### config.mk
export PLATFORM = sky130hd
export DESIGN_NAME = slr_rx_ctrl
export DESIGN_NICKNAME = d
export VERILOG_FILES = /design/src/include/slr_pkg.sv /design/src/design/slr_oversample.sv /design/src/design/slr_frame_lock.sv /design/src/design/slr_rx_ctrl.sv
export SDC_FILE = /design/constraint.sdc
export NUM_CORES = 1
export LEC_CHECK = 0
export BUFFER_PORTS_ARGS = -buffer_cell sky130_fd_sc_hd__buf_2
export CORE_MARGIN = 1
export CORE_UTILIZATION = 25
export CTS_CLUSTER_DIAMETER = 40
export DETAILED_ROUTE_END_ITERATION = 8
export SETUP_SLACK_MARGIN = 0.2
export SLEW_MARGIN = 20
export SYNTH_ARGS = -nofsm -noshare
export SYNTH_HDL_FRONTEND = slang
export SYNTH_SLANG_ARGS = --single-unit
### constraint.sdc
create_clock -name clk_sys -period 6.4 [get_ports clk_sys]
set_input_delay 0.96 -clock clk_sys [delete_from_list [all_inputs] [get_ports clk_sys]]
set_output_delay 0.96 -clock clk_sys [all_outputs]
set_load 0.005 [all_outputs]
### src/include/slr_pkg.sv
// constants and types shared by the receive lock and rate controller
package slr_pkg;
  // register byte offsets
  localparam logic [3:0] ADDR_CTRL = 4'h0;
  localparam logic [3:0] ADDR_STATUS = 4'h4;
  localparam logic [3:0] ADDR_ALIGN = 4'h8;
  localparam logic [3:0] ADDR_STAMP = 4'hC;
  // control field positions
  localparam int CTRL_TRIPLE_BIT = 0;
  localparam int CTRL_TOL_LSB = 4;
  localparam int CTRL_LOST_LSB = 8;
  // values after reset
  localparam logic CTRL_TRIPLE_RST = 1'b0;
  localparam logic [1:0] CTRL_TOL_RST = 2'h2;
  localparam logic [7:0] CTRL_LOST_RST = 8'h08;
  // status field positions
  localparam int ST_STD_LSB = 4;
  localparam int ST_BUSY_BIT = 6;
  localparam int ST_STATE_LSB = 8;
  // standard codes on the reconfiguration select
  localparam logic [1:0] STD_SD = 2'h0;
  localparam logic [1:0] STD_HD = 2'h1;
  localparam logic [1:0] STD_3G = 2'h2;
  // oversampling factors for sd reception
  localparam logic [3:0] OS_SD = 4'h5;
  localparam logic [3:0] OS_TRIPLE = 4'hB;
  // counts
  localparam logic [2:0] TRS_LOCK_LINES = 3'h6;
  localparam logic [15:0] LINE_LIMIT_WORDS = 16'hFFFF;
  localparam logic [2:0] FRAME_STABLE = 3'h3;
  // timeout before rate detection restarts
  localparam int TIMEOUT_US = 100000;
  localparam int CLK_MHZ = 10;
  localparam int TIMEOUT_CYCLES = TIMEOUT_US * CLK_MHZ;
  typedef enum logic [5:0] {
    S_DETECT = 6'h01,
    S_REQ = 6'h02,
    S_WAIT = 6'h04,
    S_TRAIN = 6'h08,
    S_LOCK = 6'h10,
    S_RUN = 6'h20
  } slr_state_type;
endpackage

### src/design/slr_oversample.sv
// recovery of sd bits from a fixed-rate oversampled stream
`timescale 1ns/1ns
`default_nettype none
module slr_oversample (
  // clock and reset
  input wire logic clk_sys,
  input wire logic rst_b,
  // control
  input wire logic enable,
  input wire logic [3:0] os_factor,
  // oversampled input
  input wire logic sample,
  input wire logic sample_valid,
  // recovered bits
  output logic sd_bit,
  output logic sd_bit_valid
);
  logic [3:0] phase;
  logic last;
  logic [3:0] mid;
  assign mid = {1'b0, os_factor[3:1]};
  // realign on every transition so the pick stays mid-bit
  always_ff @(posedge clk_sys or negedge rst_b) begin
    if (!rst_b) begin
      phase <= 4'h0;
      last <= 1'b0;
    end else if (enable && sample_valid) begin
      last <= sample;
      if (sample != last) begin
        phase <= 4'h1;
      end else if (phase == os_factor - 4'h1) begin
        phase <= 4'h0;
      end else begin
        phase <= phase + 4'h1;
      end
    end
  end
  always_ff @(posedge clk_sys or negedge rst_b) begin
    if (!rst_b) begin
      sd_bit <= 1'b0;
      sd_bit_valid <= 1'b0;
    end else begin
      sd_bit_valid <= enable && sample_valid && phase == mid;
      if (enable && sample_valid && phase == mid) begin
        sd_bit <= sample;
      end
    end
  end
endmodule // slr_oversample
`default_nettype wire

### src/design/slr_frame_lock.sv
// frame lock from line counts at field and vertical edges
`timescale 1ns/1ns
`default_nettype none
module slr_frame_lock
  import slr_pkg::*;
#(
  parameter logic [2:0] STABLE = slr_pkg::FRAME_STABLE
) (
  // clock and reset
  input wire logic clk_sys,
  input wire logic rst_b,
  input wire logic clr,
  // timing reference input
  input wire logic eav,
  input wire logic f_bit,
  input wire logic v_bit,
  // lock
  output logic frame_locked
);
  logic f_q;
  logic v_q;
  logic [10:0] line_cnt;
  logic [3:0] edge_hit;
  logic [3:0] match;
  logic [3:0] bad;
  logic boundary;
  logic [2:0] stable_cnt;
  assign edge_hit = eav ? {f_q & ~f_bit, ~f_q & f_bit, v_q & ~v_bit, ~v_q & v_bit} : 4'h0;
  assign boundary = edge_hit[0] && !f_bit;
  generate
    for (genvar i = 0; i < 4; i++) begin : g_edge
      logic [10:0] cur;
      logic [10:0] prev;
      always_ff @(posedge clk_sys or negedge rst_b) begin
        if (!rst_b) begin
          cur <= 11'h000;
          prev <= 11'h000;
        end else if (clr) begin
          cur <= 11'h000;
          prev <= 11'h000;
        end else begin
          if (edge_hit[i]) begin
            cur <= line_cnt;
          end
          if (boundary) begin
            prev <= edge_hit[i] ? line_cnt : cur;
          end
        end
      end
      assign match[i] = (edge_hit[i] ? line_cnt : cur) == prev;
      assign bad[i] = edge_hit[i] && line_cnt != prev;
    end
  endgenerate
  always_ff @(posedge clk_sys or negedge rst_b) begin
    if (!rst_b) begin
      f_q <= 1'b0;
      v_q <= 1'b0;
      line_cnt <= 11'h000;
    end else if (eav) begin
      f_q <= f_bit;
      v_q <= v_bit;
      line_cnt <= boundary ? 11'h001 : line_cnt + 11'h001;
    end
  end
  always_ff @(posedge clk_sys or negedge rst_b) begin
    if (!rst_b) begin
      stable_cnt <= 3'h0;
      frame_locked <= 1'b0;
    end else if (clr) begin
      stable_cnt <= 3'h0;
      frame_locked <= 1'b0;
    end else if (frame_locked && |bad) begin
      stable_cnt <= 3'h0;
      frame_locked <= 1'b0;
    end else if (boundary) begin
      if (&match) begin
        if (stable_cnt != STABLE) begin
          stable_cnt <= stable_cnt + 3'h1;
        end
        frame_locked <= stable_cnt + 3'h1 >= STABLE;
      end else begin
        stable_cnt <= 3'h0;
        frame_locked <= 1'b0;
      end
    end
  end
endmodule // slr_frame_lock
`default_nettype wire

### src/design/slr_rx_ctrl.sv
// receive lock and rate controller: rate hunt, reconfig handshake, trs lock
// Overview of operation
// - sd input is oversampled at fixed rate; picker recovers the original bits
// - while receiving sd the receive pll stays locked to the reference
// - hd: train on reference, then track data; retrain after no signal
// - coarse rate pick, reprogram request, then attempt to lock
// - no valid data within timeout after reprogramming: reset path, detect again
// - sample enables at each detection; reprogram only when the setting changes
// - one valid trs sets the signal-present flag
// - present flag clears after set lines with no eav; then relock
// - aligner takes a new alignment after two consecutive matching trs
// - word counter per word; stamps taken at each eav and sav
// - six consistent lines assert trs lock on status bit 3
// - up to tolerance misses set missed flag only; good eav clears it
// - tolerance two: third consecutive miss drops trs lock
// - frame lock from line counts at f and v edges, stable over frames
// - frame lock drops on bad sync, frame mismatch, or trs lock loss
// - frame lock low marks received video as unreliable
// - triple mode: sd at elevenfold, sharing the 3g setting
// - multi-standard receivers reprogram; single-standard ones never do
// - drive standard, request; wait done low then high; withdraw request
// - both resets held while reprogramming; analog then digital release
// - crc error may show during reprogramming
//
// The implementer's own choices: the Avalon-MM slave port and the address map.
`timescale 1ns/1ns
`default_nettype none
module slr_rx_ctrl #(
  parameter int TIMEOUT = slr_pkg::TIMEOUT_CYCLES
) (
  // clock and reset
  input wire logic clk_sys,
  input wire logic rst_b,
  // register bus
  input wire logic [3:0] avs_address,
  input wire logic avs_read,
  input wire logic avs_write,
  input wire logic [31:0] avs_writedata,
  output logic [31:0] avs_readdata,
  output logic avs_waitrequest,
  // transceiver control
  input wire logic pll_locked,
  output logic rx_analog_reset,
  output logic rx_digital_reset,
  output logic rx_lock_to_ref,
  output logic rx_lock_to_data,
  // reconfiguration handshake
  output logic [1:0] rx_std,
  output logic start_reconfig,
  input wire logic reconfig_done,
  // standards allowed: sd, hd, 3g
  input wire logic [2:0] standard_enable_inputs,
  // oversampled sd stream
  input wire logic os_sample,
  input wire logic os_sample_valid,
  output logic sd_bit,
  output logic sd_bit_valid,
  // received words and trs detection
  input wire logic word_valid,
  input wire logic trs_seen,
  input wire logic trs_is_eav,
  input wire logic [4:0] trs_align,
  input wire logic f_bit,
  input wire logic v_bit,
  input wire logic crc_error_in,
  // status
  output logic [4:0] word_align,
  output logic [3:0] rx_status,
  output logic video_valid,
  output logic crc_error
);
  import slr_pkg::*;
  slr_state_type state;
  slr_state_type next_state;
  logic triple;
  logic [1:0] tol;
  logic [7:0] lost_lim;
  logic rd_ack;
  logic [31:0] rd_mux;
  logic [23:0] tmr;
  logic timeout;
  logic [1:0] cand;
  logic [1:0] prog_set;
  logic prog_valid;
  logic multi;
  logic need_prog;
  logic sig_present;
  logic sig_lost;
  logic [7:0] lost_lines;
  logic missed;
  logic trs_locked;
  logic frame_locked;
  logic path_clr;
  logic pend_valid;
  logic [4:0] pend_align;
  logic acc;
  logic acc_eav;
  logic acc_sav;
  logic [15:0] word_cnt;
  logic [15:0] eav_stamp;
  logic [15:0] sav_stamp;
  logic [15:0] since;
  logic [15:0] line_len;
  logic [15:0] line_lim;
  logic len_ok;
  logic [15:0] sav_off;
  logic sav_match;
  logic [2:0] consist;
  logic [2:0] miss_cnt;
  logic line_end;
  logic good_eav;
  logic miss;

  // first enabled standard after the current one, wrapping
  function automatic logic [1:0] next_std(input logic [1:0] cur, input logic [2:0] en);
    logic [1:0] s;
    next_std = cur;
    s = cur;
    for (int k = 0; k < 3; k++) begin
      s = (s == STD_3G) ? STD_SD : s + 2'h1;
      if (en[s] && next_std == cur) begin
        next_std = s;
      end
    end
  endfunction

  // sd shares the 3g transceiver setting in triple mode
  function automatic logic [1:0] setting_of(input logic [1:0] s, input logic tri_mode);
    setting_of = (tri_mode && s == STD_SD) ? STD_3G : s;
  endfunction

  // register bus: writes take effect at once, reads wait one cycle
  always_ff @(posedge clk_sys or negedge rst_b) begin
    if (!rst_b) begin
      triple <= CTRL_TRIPLE_RST;
      tol <= CTRL_TOL_RST;
      lost_lim <= CTRL_LOST_RST;
    end else if (avs_write && avs_address == ADDR_CTRL) begin
      triple <= avs_writedata[CTRL_TRIPLE_BIT];
      tol <= avs_writedata[CTRL_TOL_LSB +: 2];
      lost_lim <= avs_writedata[CTRL_LOST_LSB +: 8];
    end
  end
  always_comb begin
    rd_mux = 32'h0000_0000;
    if (avs_address == ADDR_CTRL) begin
      rd_mux[CTRL_TRIPLE_BIT] = triple;
      rd_mux[CTRL_TOL_LSB +: 2] = tol;
      rd_mux[CTRL_LOST_LSB +: 8] = lost_lim;
    end else if (avs_address == ADDR_STATUS) begin
      rd_mux[3:0] = rx_status;
      rd_mux[ST_STD_LSB +: 2] = rx_std;
      rd_mux[ST_BUSY_BIT] = start_reconfig;
      rd_mux[ST_STATE_LSB +: 6] = state;
    end else if (avs_address == ADDR_ALIGN) begin
      rd_mux[4:0] = word_align;
    end else if (avs_address == ADDR_STAMP) begin
      rd_mux = {sav_stamp, eav_stamp};
    end
  end
  always_ff @(posedge clk_sys or negedge rst_b) begin
    if (!rst_b) begin
      rd_ack <= 1'b0;
      avs_readdata <= 32'h0000_0000;
    end else begin
      rd_ack <= avs_read && !rd_ack;
      if (avs_read && !rd_ack) begin
        avs_readdata <= rd_mux;
      end
    end
  end
  assign avs_waitrequest = avs_read && !rd_ack;

  // rate hunt and transceiver sequencing
  assign cand = next_std(rx_std, standard_enable_inputs);
  assign multi = $countones(standard_enable_inputs) > 1;
  // single-standard receivers are never programmed, not even once
  assign need_prog = multi && (!prog_valid
                     || setting_of(cand, triple) != prog_set);
  assign timeout = tmr == 24'(TIMEOUT - 1);
  always_comb begin
    next_state = state;
    case (state)
      S_DETECT: begin
        next_state = need_prog ? S_REQ : S_TRAIN;
      end
      S_REQ: begin
        if (!reconfig_done) begin
          next_state = S_WAIT;
        end
      end
      S_WAIT: begin
        if (reconfig_done) begin
          next_state = S_TRAIN;
        end
      end
      S_TRAIN: begin
        if (pll_locked) begin
          next_state = S_LOCK;
        end else if (timeout) begin
          next_state = S_DETECT;
        end
      end
      S_LOCK: begin
        if (sig_present) begin
          next_state = S_RUN;
        end else if (timeout) begin
          next_state = S_DETECT;
        end
      end
      S_RUN: begin
        if (sig_lost) begin
          next_state = S_DETECT;
        end
      end
      default: begin
        next_state = S_DETECT;
      end
    endcase
  end
  always_ff @(posedge clk_sys or negedge rst_b) begin
    if (!rst_b) begin
      state <= S_DETECT;
      tmr <= 24'h00_0000;
    end else begin
      state <= next_state;
      tmr <= (next_state != state) ? 24'h00_0000 : tmr + 24'h00_0001;
    end
  end
  always_ff @(posedge clk_sys or negedge rst_b) begin
    if (!rst_b) begin
      rx_std <= STD_SD;
      prog_set <= STD_SD;
      prog_valid <= 1'b0;
    end else begin
      if (state == S_DETECT) begin
        rx_std <= cand;
      end
      if (state == S_WAIT && reconfig_done) begin
        prog_set <= setting_of(rx_std, triple);
        prog_valid <= 1'b1;
      end
    end
  end
  always_ff @(posedge clk_sys or negedge rst_b) begin
    if (!rst_b) begin
      start_reconfig <= 1'b0;
      rx_analog_reset <= 1'b1;
      rx_digital_reset <= 1'b1;
      rx_lock_to_ref <= 1'b1;
      crc_error <= 1'b0;
    end else begin
      start_reconfig <= next_state == S_REQ || next_state == S_WAIT;
      rx_analog_reset <= next_state == S_DETECT || next_state == S_REQ
                         || next_state == S_WAIT;
      rx_digital_reset <= !(next_state == S_LOCK || next_state == S_RUN);
      // sd never tracks data; hd and 3g track once the pll has trained
      rx_lock_to_ref <= rx_std == STD_SD
                        || !(next_state == S_LOCK || next_state == S_RUN);
      crc_error <= crc_error_in || start_reconfig;
    end
  end
  assign rx_lock_to_data = ~rx_lock_to_ref;
  assign path_clr = rx_digital_reset;

  // word aligner: a lone trs at a new position is held pending
  always_ff @(posedge clk_sys or negedge rst_b) begin
    if (!rst_b) begin
      word_align <= 5'h00;
      pend_align <= 5'h00;
      pend_valid <= 1'b0;
    end else if (trs_seen) begin
      if (trs_align == word_align) begin
        pend_valid <= 1'b0;
      end else if (pend_valid && trs_align == pend_align) begin
        word_align <= trs_align;
        pend_valid <= 1'b0;
      end else begin
        pend_align <= trs_align;
        pend_valid <= 1'b1;
      end
    end
  end
  assign acc = trs_seen && (trs_align == word_align
               || (pend_valid && trs_align == pend_align));
  assign acc_eav = acc && trs_is_eav;
  assign acc_sav = acc && !trs_is_eav;

  // word stamps and line spacing
  assign since = word_cnt - eav_stamp;
  assign line_lim = len_ok ? line_len : LINE_LIMIT_WORDS;
  assign line_end = word_valid && !acc_eav && since == line_lim;
  assign good_eav = acc_eav && len_ok && since == line_len;
  // a misplaced eav while locked counts as a miss, not a new length
  assign miss = (line_end && len_ok) || (acc_eav && trs_locked && !good_eav);
  always_ff @(posedge clk_sys or negedge rst_b) begin
    if (!rst_b) begin
      word_cnt <= 16'h0000;
      eav_stamp <= 16'h0000;
      sav_stamp <= 16'h0000;
    end else begin
      if (word_valid) begin
        word_cnt <= word_cnt + 16'h0001;
      end
      if (acc_eav || line_end) begin
        eav_stamp <= word_cnt;
      end
      if (acc_sav) begin
        sav_stamp <= word_cnt;
      end
    end
  end
  always_ff @(posedge clk_sys or negedge rst_b) begin
    if (!rst_b) begin
      line_len <= 16'h0000;
      len_ok <= 1'b0;
      sav_off <= 16'h0000;
      sav_match <= 1'b0;
    end else if (path_clr) begin
      len_ok <= 1'b0;
      sav_match <= 1'b0;
    end else begin
      if (acc_eav && !good_eav && !trs_locked) begin
        line_len <= since;
        len_ok <= 1'b1;
      end
      if (acc_sav) begin
        sav_off <= since;
        sav_match <= since == sav_off;
      end else if (acc_eav) begin
        sav_match <= 1'b0;
      end
    end
  end
  always_ff @(posedge clk_sys or negedge rst_b) begin
    if (!rst_b) begin
      consist <= 3'h0;
      trs_locked <= 1'b0;
      miss_cnt <= 3'h0;
      missed <= 1'b0;
    end else if (path_clr) begin
      consist <= 3'h0;
      trs_locked <= 1'b0;
      miss_cnt <= 3'h0;
      missed <= 1'b0;
    end else if (good_eav && sav_match) begin
      miss_cnt <= 3'h0;
      missed <= 1'b0;
      if (consist != TRS_LOCK_LINES) begin
        consist <= consist + 3'h1;
      end
      if (consist + 3'h1 >= TRS_LOCK_LINES) begin
        trs_locked <= 1'b1;
      end
    end else if (miss && trs_locked) begin
      missed <= 1'b1;
      miss_cnt <= miss_cnt + 3'h1;
      if (miss_cnt + 3'h1 > {1'b0, tol}) begin
        trs_locked <= 1'b0;
        consist <= 3'h0;
      end
    end else if (acc_eav || line_end) begin
      consist <= 3'h0;
    end
  end

  // signal presence
  assign sig_lost = sig_present && lost_lines >= lost_lim;
  always_ff @(posedge clk_sys or negedge rst_b) begin
    if (!rst_b) begin
      sig_present <= 1'b0;
      lost_lines <= 8'h00;
    end else if (path_clr) begin
      sig_present <= 1'b0;
      lost_lines <= 8'h00;
    end else begin
      if (acc) begin
        sig_present <= 1'b1;
      end else if (sig_lost) begin
        sig_present <= 1'b0;
      end
      if (acc_eav) begin
        lost_lines <= 8'h00;
      end else if (line_end && lost_lines != 8'hFF) begin
        lost_lines <= lost_lines + 8'h01;
      end
    end
  end

  slr_frame_lock #(
    .STABLE(FRAME_STABLE)
  ) u_frame (
    .clk_sys(clk_sys),
    .rst_b(rst_b),
    .clr(path_clr || !trs_locked),
    .eav(acc_eav),
    .f_bit(f_bit),
    .v_bit(v_bit),
    .frame_locked(frame_locked)
  );

  slr_oversample u_os (
    .clk_sys(clk_sys),
    .rst_b(rst_b),
    .enable(rx_std == STD_SD),
    .os_factor(triple ? OS_TRIPLE : OS_SD),
    .sample(os_sample),
    .sample_valid(os_sample_valid),
    .sd_bit(sd_bit),
    .sd_bit_valid(sd_bit_valid)
  );

  always_ff @(posedge clk_sys or negedge rst_b) begin
    if (!rst_b) begin
      video_valid <= 1'b0;
    end else begin
      video_valid <= frame_locked && trs_locked;
    end
  end
  assign rx_status = {trs_locked, frame_locked, missed, sig_present};
endmodule // slr_rx_ctrl
`default_nettype wire

; Word-level counts from Yosys, hierarchy flattened
; Cells that the tools add are included.
; Widths: inputs -> output; s select.
[word_totals]
ff_bits = 307
in_bits = 58
out_inout_bits = 53
wordCells = 300
[classes]
add_sub_neg = 15
magnitude_cmp = 8
eq_ne = 45
muxes = 97
bitwise = 12
n_reduce_logical = 74
[ops]
columns = op, n
row1 = $mux 11, 17
row2 = $eq 16x16->1, 3
row3 = $mux 3, 15
row4 = $eq 11x11->1, 4
row5 = $ne 11x11->1, 4
row6 = $mux 6, 7
row7 = $pmux 6 s6, 1
row8 = $logic_and 1x1->1, 34
row9 = $mux 16, 2
row10 = $mux 32, 1
row11 = $mux 8, 4
row12 = $mux 1, 27
row13 = $mux 27, 1
row14 = $add 24x1->24 const B, 1
row15 = $eq 24x20->1 const B, 1
row16 = $mux 24, 1
row17 = $mux 2, 10
row18 = $mux 4, 5
row19 = $mux 18, 1
row20 = $reduce_bool 3->1, 6
row21 = $add 16x1->16 const B, 1
row22 = $sub 16x16->16, 1
row23 = $eq 6x1->1 const B, 2
row24 = $eq 6x2->1 const B, 2
row25 = other kinds (48), 100

; Longest topological paths before layout
[depth]
depth_word = 23
ltp_mapped = 16

; Cells and area by module
; From an unflattened synthesis, not the netlist that was laid out.
[unflattened]
hier_cells = 1821
hier_area_um2 = 17207.8
[modules_own_cells]
columns = module, instances, cells_each, area_per_inst_um2, seq_area_each_um2
row1 = slr_rx_ctrl, 1, 1146, 11081.9, 4887.2
row2 = slr_frame_lock, 1, 629, 5665.4, 2627.5
row3 = slr_oversample, 1, 46, 460.4, 175.2

; Worst setup path before layout
; No wires, ideal clock.
[synth_path]
path_type = register -> register
start = register word_cnt[0]
end = register lost_lines[5]
setup_time_ns = 0.078
arrival_ns = 4.018
path_slack_ns = 2.305
path_stages_with_launch = 16
path_buffers = 1
period_less_slack_ns = 4.095
cell_sequence = dfrtp_1 -> inv_1 -> ha_1 -> inv_1 -> fa_1 -> a21o_2 -> a221o_1 -> a32o_1 -> or3_4 -> a2111o_1 -> a21oi_2 -> nor2_1 -> or4_4 -> buf_6 -> or3_1 -> a21oi_1
[synth_between]
elab_chain_cells = 5
[synth_rtl]
columns = element, line_no
row1 = from (decl), slr_rx_ctrl.sv:99  ; logic [15:0] word_cnt;
row2 = from (signal assigned), slr_rx_ctrl.sv:303  ; word_cnt <= word_cnt + 16'h0001;
row3 = $sub 16x16->16, slr_rx_ctrl.sv:290  ; assign since = word_cnt - eav_stamp;
row4 = $eq 16x16->1, slr_rx_ctrl.sv:292  ; assign line_end = word_valid && !acc_eav && since == line_lim;
row5 = $logic_and 1x1->1, slr_rx_ctrl.sv:292
row6 = $logic_and 1x1->1, slr_rx_ctrl.sv:384  ; end else if (line_end && lost_lines != 8'hFF) begin
row7 = $reduce_bool 3->1 (no source line), -
row8 = to (signal assigned), slr_rx_ctrl.sv:385  ; lost_lines <= lost_lines + 8'h01;
row9 = to (decl), slr_rx_ctrl.sv:89  ; logic [7:0] lost_lines;
; No other way between the ends.
; A chain may end at the register's enable or synchronous reset.

; Final worst setup path
[layout_path]
start = register word_cnt[0]
end = register line_len[12]
[layout_between]
elab_chain_cells = 7
[layout_rtl]
columns = element, line_no
row1 = $sub 16x16->16 (*), slr_rx_ctrl.sv:290
row2 = $eq 16x16->1, slr_rx_ctrl.sv:293  ; assign good_eav = acc_eav && len_ok && since == line_len;
row3 = $logic_and 1x1->1, slr_rx_ctrl.sv:293
row4 = $logic_not 1->1, slr_rx_ctrl.sv:323  ; if (acc_eav && !good_eav && !trs_locked) begin
row5 = $logic_and 1x1->1 (2 in a row), slr_rx_ctrl.sv:323
row6 = $reduce_and 2->1 (no source line), -
row7 = to (signal assigned), slr_rx_ctrl.sv:324  ; line_len <= since;
row8 = to (decl), slr_rx_ctrl.sv:103  ; logic [15:0] line_len;
; Mark *: on every way between the ends. The rest lies on a longest branch, timed or not.

==> flow_summary.ini <==
[status]
status = finished clean

[sta]
tns_ns = 0
finalHoldViolCount = 0
fin_crit_sh_pct = 75.3
finalSetupViolCount = 0
drv_slew = 0
skew_ns = 0.0575
rsz0062_at_grt = false
post-route-min-period_ns = 4.82
worst_pin_slew_ns = 0.962
max_freq_mhz = 207
hold_ws_ns = 0.381
slew_headroom_pct = 35.2

[drt]
drc = 0
antenna_left = 0
initialDrtViolationCount = 1042
routedWlPerCell_microns = 16.5
finalWirelength_microns = 45400
drt_pre_antenna_iters = 5
via_per_inst = 4.95
dr_total_vias = 13634

[critical_path]
critical_path_class = register to register
crit_arrival_ns = 5.29
rr_endpoint = line_len[12]
cp_max_fo = 26
r2r_start = word_cnt[0]
start_kind = register
crit_end = line_len[12]
reg2regPathDepth = 13
reg2reg_slack_ns = 1.58
crit_required_ns = 6.87
worstSetupEndpointType = register
crit_start = word_cnt[0]

[placement]
hpwl_microns = 31600
routabilityCongestion = 0.856
port_buffers = 89
dp.cells = 2638

[synth]
synth.net_count = 1859
syn_area_sq_mm = 0.0168
yosysUniqueCellTypes = 89
synth_top_family_by_area = simple AND/OR/NAND/NOR gates
synth_seq_cells = 307
synth.avg_cell_area_sq_um = 9.56
synth_fa_ha_area_share_pct = 2.94
async_reset_ff_share_pct = 100
synth_xor_area_share_pct = 8.79
yosysSeqAreaShare_pct = 45.7
synthMuxAreaShare_pct = 5.65
synth-compound-area-share_pct = 16.0
synth-edff-count = 0
synthCells = 1762
synth_simple_gate_area_share_pct = 16.6
synth_warnings = 0
ys.flop_type = dfrtp_1

[finish]
instances_no_fill = 2753
nFillCells = 6785
finalNetCount = 1933
layout_commonest_cell = dfrtp_1
layout_common_cells = dfrtp_1, nand2_1, a21oi_1
syn_to_final_growth_pct = 19.9
drive_gt1_share_pct = 17.0

[cts]
cts.sink_count = 307
clkSlewWorstSetupHoldPaths_ns = 0.06
ctsLongestPathBuffers = 3
cts_setup_buffers = 0
hold_buffers = 0
insertion_delay_ns = 0.64
ctsResizeCount = 0
htreeDepth = 2
cts_tree = built
cts-root-buf = clkbuf_16
numCtsBuffers = 60

[global_route]
grt_max_degree = 175
antenna_found_initial = 1
first_global_vias = 13637
grt.busiest_layer = met2
grt_pass1_wl_microns = 73900
grt_util_met1_pct = 18.5
grt_use_met3_pct = 2.08
grt-ovfl-total = 0
use_met2_pct = 21.1
gr-usage-all-layers_pct = 13.4

[die]
start_util_pct = 25.4
die-width_microns = 262
dieArea_sq_mm = 0.0684
core_sq_mm = 0.0662
rows = 94
io_pins = 111
die_height_microns = 262

[power_and_ir_drop]
leakagePower_nw = 8.82
irDropWorstVdd_uv = 213
power_density_mw_per_mm2 = 375

[worst_hold_path]
hp-class = input port to asynchronous set/reset pin

[run]
max-cap-violations = 0
==> stage by stage <==
stage               util [%]  total power, mW  setup slack, ns  cell area, sq um
floorplan                  -             3.87             2.30             16800
global placement        27.4             4.42             1.42             18100
detailed placement      27.4             4.47             1.37             18100
CTS                     30.5             7.65             1.57             20200
global route            30.5             8.02             1.16             20200
finish                  30.5             7.58             1.58             20200
==> Yosys cell counts, types with 4 or more instances <==
| library cell | count | area (sq um) |
|---|---|---|
| nand4b_1 | 7 | 61.3 |
| a21oi_1 | 133 | 666 |
| xnor2_1 | 87 | 762 |
| nand2_1 | 142 | 533 |
| or3_1 | 13 | 81.3 |
| dfrtp_1 | 301 | 7530 |
| o21ai_0 | 115 | 576 |
| nor2b_1 | 16 | 100 |
| buf_2 | 6 | 30.0 |
| a2111oi_0 | 7 | 61.3 |
| a22o_1 | 20 | 175 |
| and2_1 | 22 | 138 |
| and3_1 | 25 | 156 |
| nand3_1 | 73 | 365 |
| o22ai_1 | 16 | 100 |
| nand2b_1 | 19 | 119 |
| dfstp_2 | 6 | 158 |
| a21o_1 | 19 | 143 |
| a22oi_1 | 7 | 52.6 |
| mux2i_1 | 22 | 220 |
| xnor3_1 | 4 | 90.1 |
| o21a_1 | 6 | 45.0 |
| o2111ai_1 | 7 | 61.3 |
| nand4_1 | 20 | 125 |
| a211oi_1 | 33 | 248 |
| xor2_1 | 66 | 578 |
| nor2_1 | 132 | 495 |
| mux2_2 | 60 | 676 |
| nor4b_1 | 4 | 35.0 |
| clkbuf_1 | 70 | 263 |
| a31oi_1 | 7 | 43.8 |
| o31ai_1 | 6 | 45.0 |
| nor4_1 | 20 | 125 |
| inv_1 | 78 | 293 |
| nor3_1 | 49 | 245 |
| ha_1 | 38 | 475 |
| o211ai_1 | 6 | 45.0 |
| or4_1 | 7 | 52.6 |
| or4b_2 | 4 | 40.0 |
| buf_1 | 10 | 37.5 |
| or2_2 | 4 | 25.0 |
| buf_4 | 4 | 30.0 |
==> state kept, by name, summed over array words and instances (netlist names), 4 cells and up <==
| register | count |
|---|---|
| avs_readdata | 32 |
| line_len | 16 |
| u_frame.g_edge.prev | 44 |
| eav_stamp | 16 |
| u_frame.line_cnt | 11 |
| u_os.phase | 4 |
| state | 6 |
| lost_lines | 8 |
| tmr | 24 |
| u_frame.g_edge.cur | 44 |
| sav_off | 16 |
| sav_stamp | 16 |
| lost_lim | 8 |
| word_cnt | 16 |
| pend_align | 5 |
| word_align | 5 |
==> area by class of cell <==
type / count / area [sq um] / share of cell area [%]
antenna: 1 / 2.50 / 0.0124
clock buffer: 66 / 1560 / 7.74
clock inverter: 48 / 500 / 2.48
inverter: 78 / 293 / 1.45
multi-input combinational: 1281 / 8460 / 41.9
sequential: 307 / 7690 / 38.1
tap: 864 / 1080 / 5.35
timing repair buffer: 108 / 611 / 3.02
==> critical path, stage by stage (launching register included) <==
cell and delay (ns):
dfrtp_1 0.43, inv_1 0.11, ha_1 0.18, inv_1 0.06, fa_1 0.41, a21o_2 0.23, a221o_1 0.41, xnor2_1 0.58
xnor2_1 0.14, nand2b_1 0.16, a2111oi_0 0.59, and3_1 0.30, or4_1 0.68, mux2_2 0.42
==> where the power goes <==
part	total [mW]	internal, mW	switching, mW
clock	3.12	1.91	1.21
sequential	2.51	2.18	0.335
combinational	1.95	0.822	1.12
total	7.58	4.91	2.67
==> layer usage <==
layer	part of all wire [%]	wire length, microns	vias to the layer above
met5	0	0	-
met4	2.4	1080	0
met1	47	21400	6737
li1	-	-	6426
met2	45	20600	397
met3	5.4	2440	74
==> kinds of logic after synthesis <==
family	Yosys count
multiplexers	85
buffers and inverters	174
XOR/XNOR	159
flip-flops	307
AO/OA/AOI/OAI	429
adder cells (fa/ha/maj)	39
AND/OR/NAND/NOR	569
==> worst min path at each step <==
stage	cells after the start	start	slack, ns	endpoint
3_5_place_dp	1	prog_valid	0.46	prog_valid
5_1_grt	1	rst_b	0.45	u_frame.line_cnt[0]
6_report	1	rst_b	0.38	u_frame.g_edge[1].cur[6]
3_3_place_gp	1	prog_valid	0.46	prog_valid
4_1_cts	1	rst_b	0.39	u_frame.g_edge[1].cur[6]
2_1_floorplan	1	prog_valid	0.44	prog_valid
No activity file was read; power rests on OpenSTA's default activity.
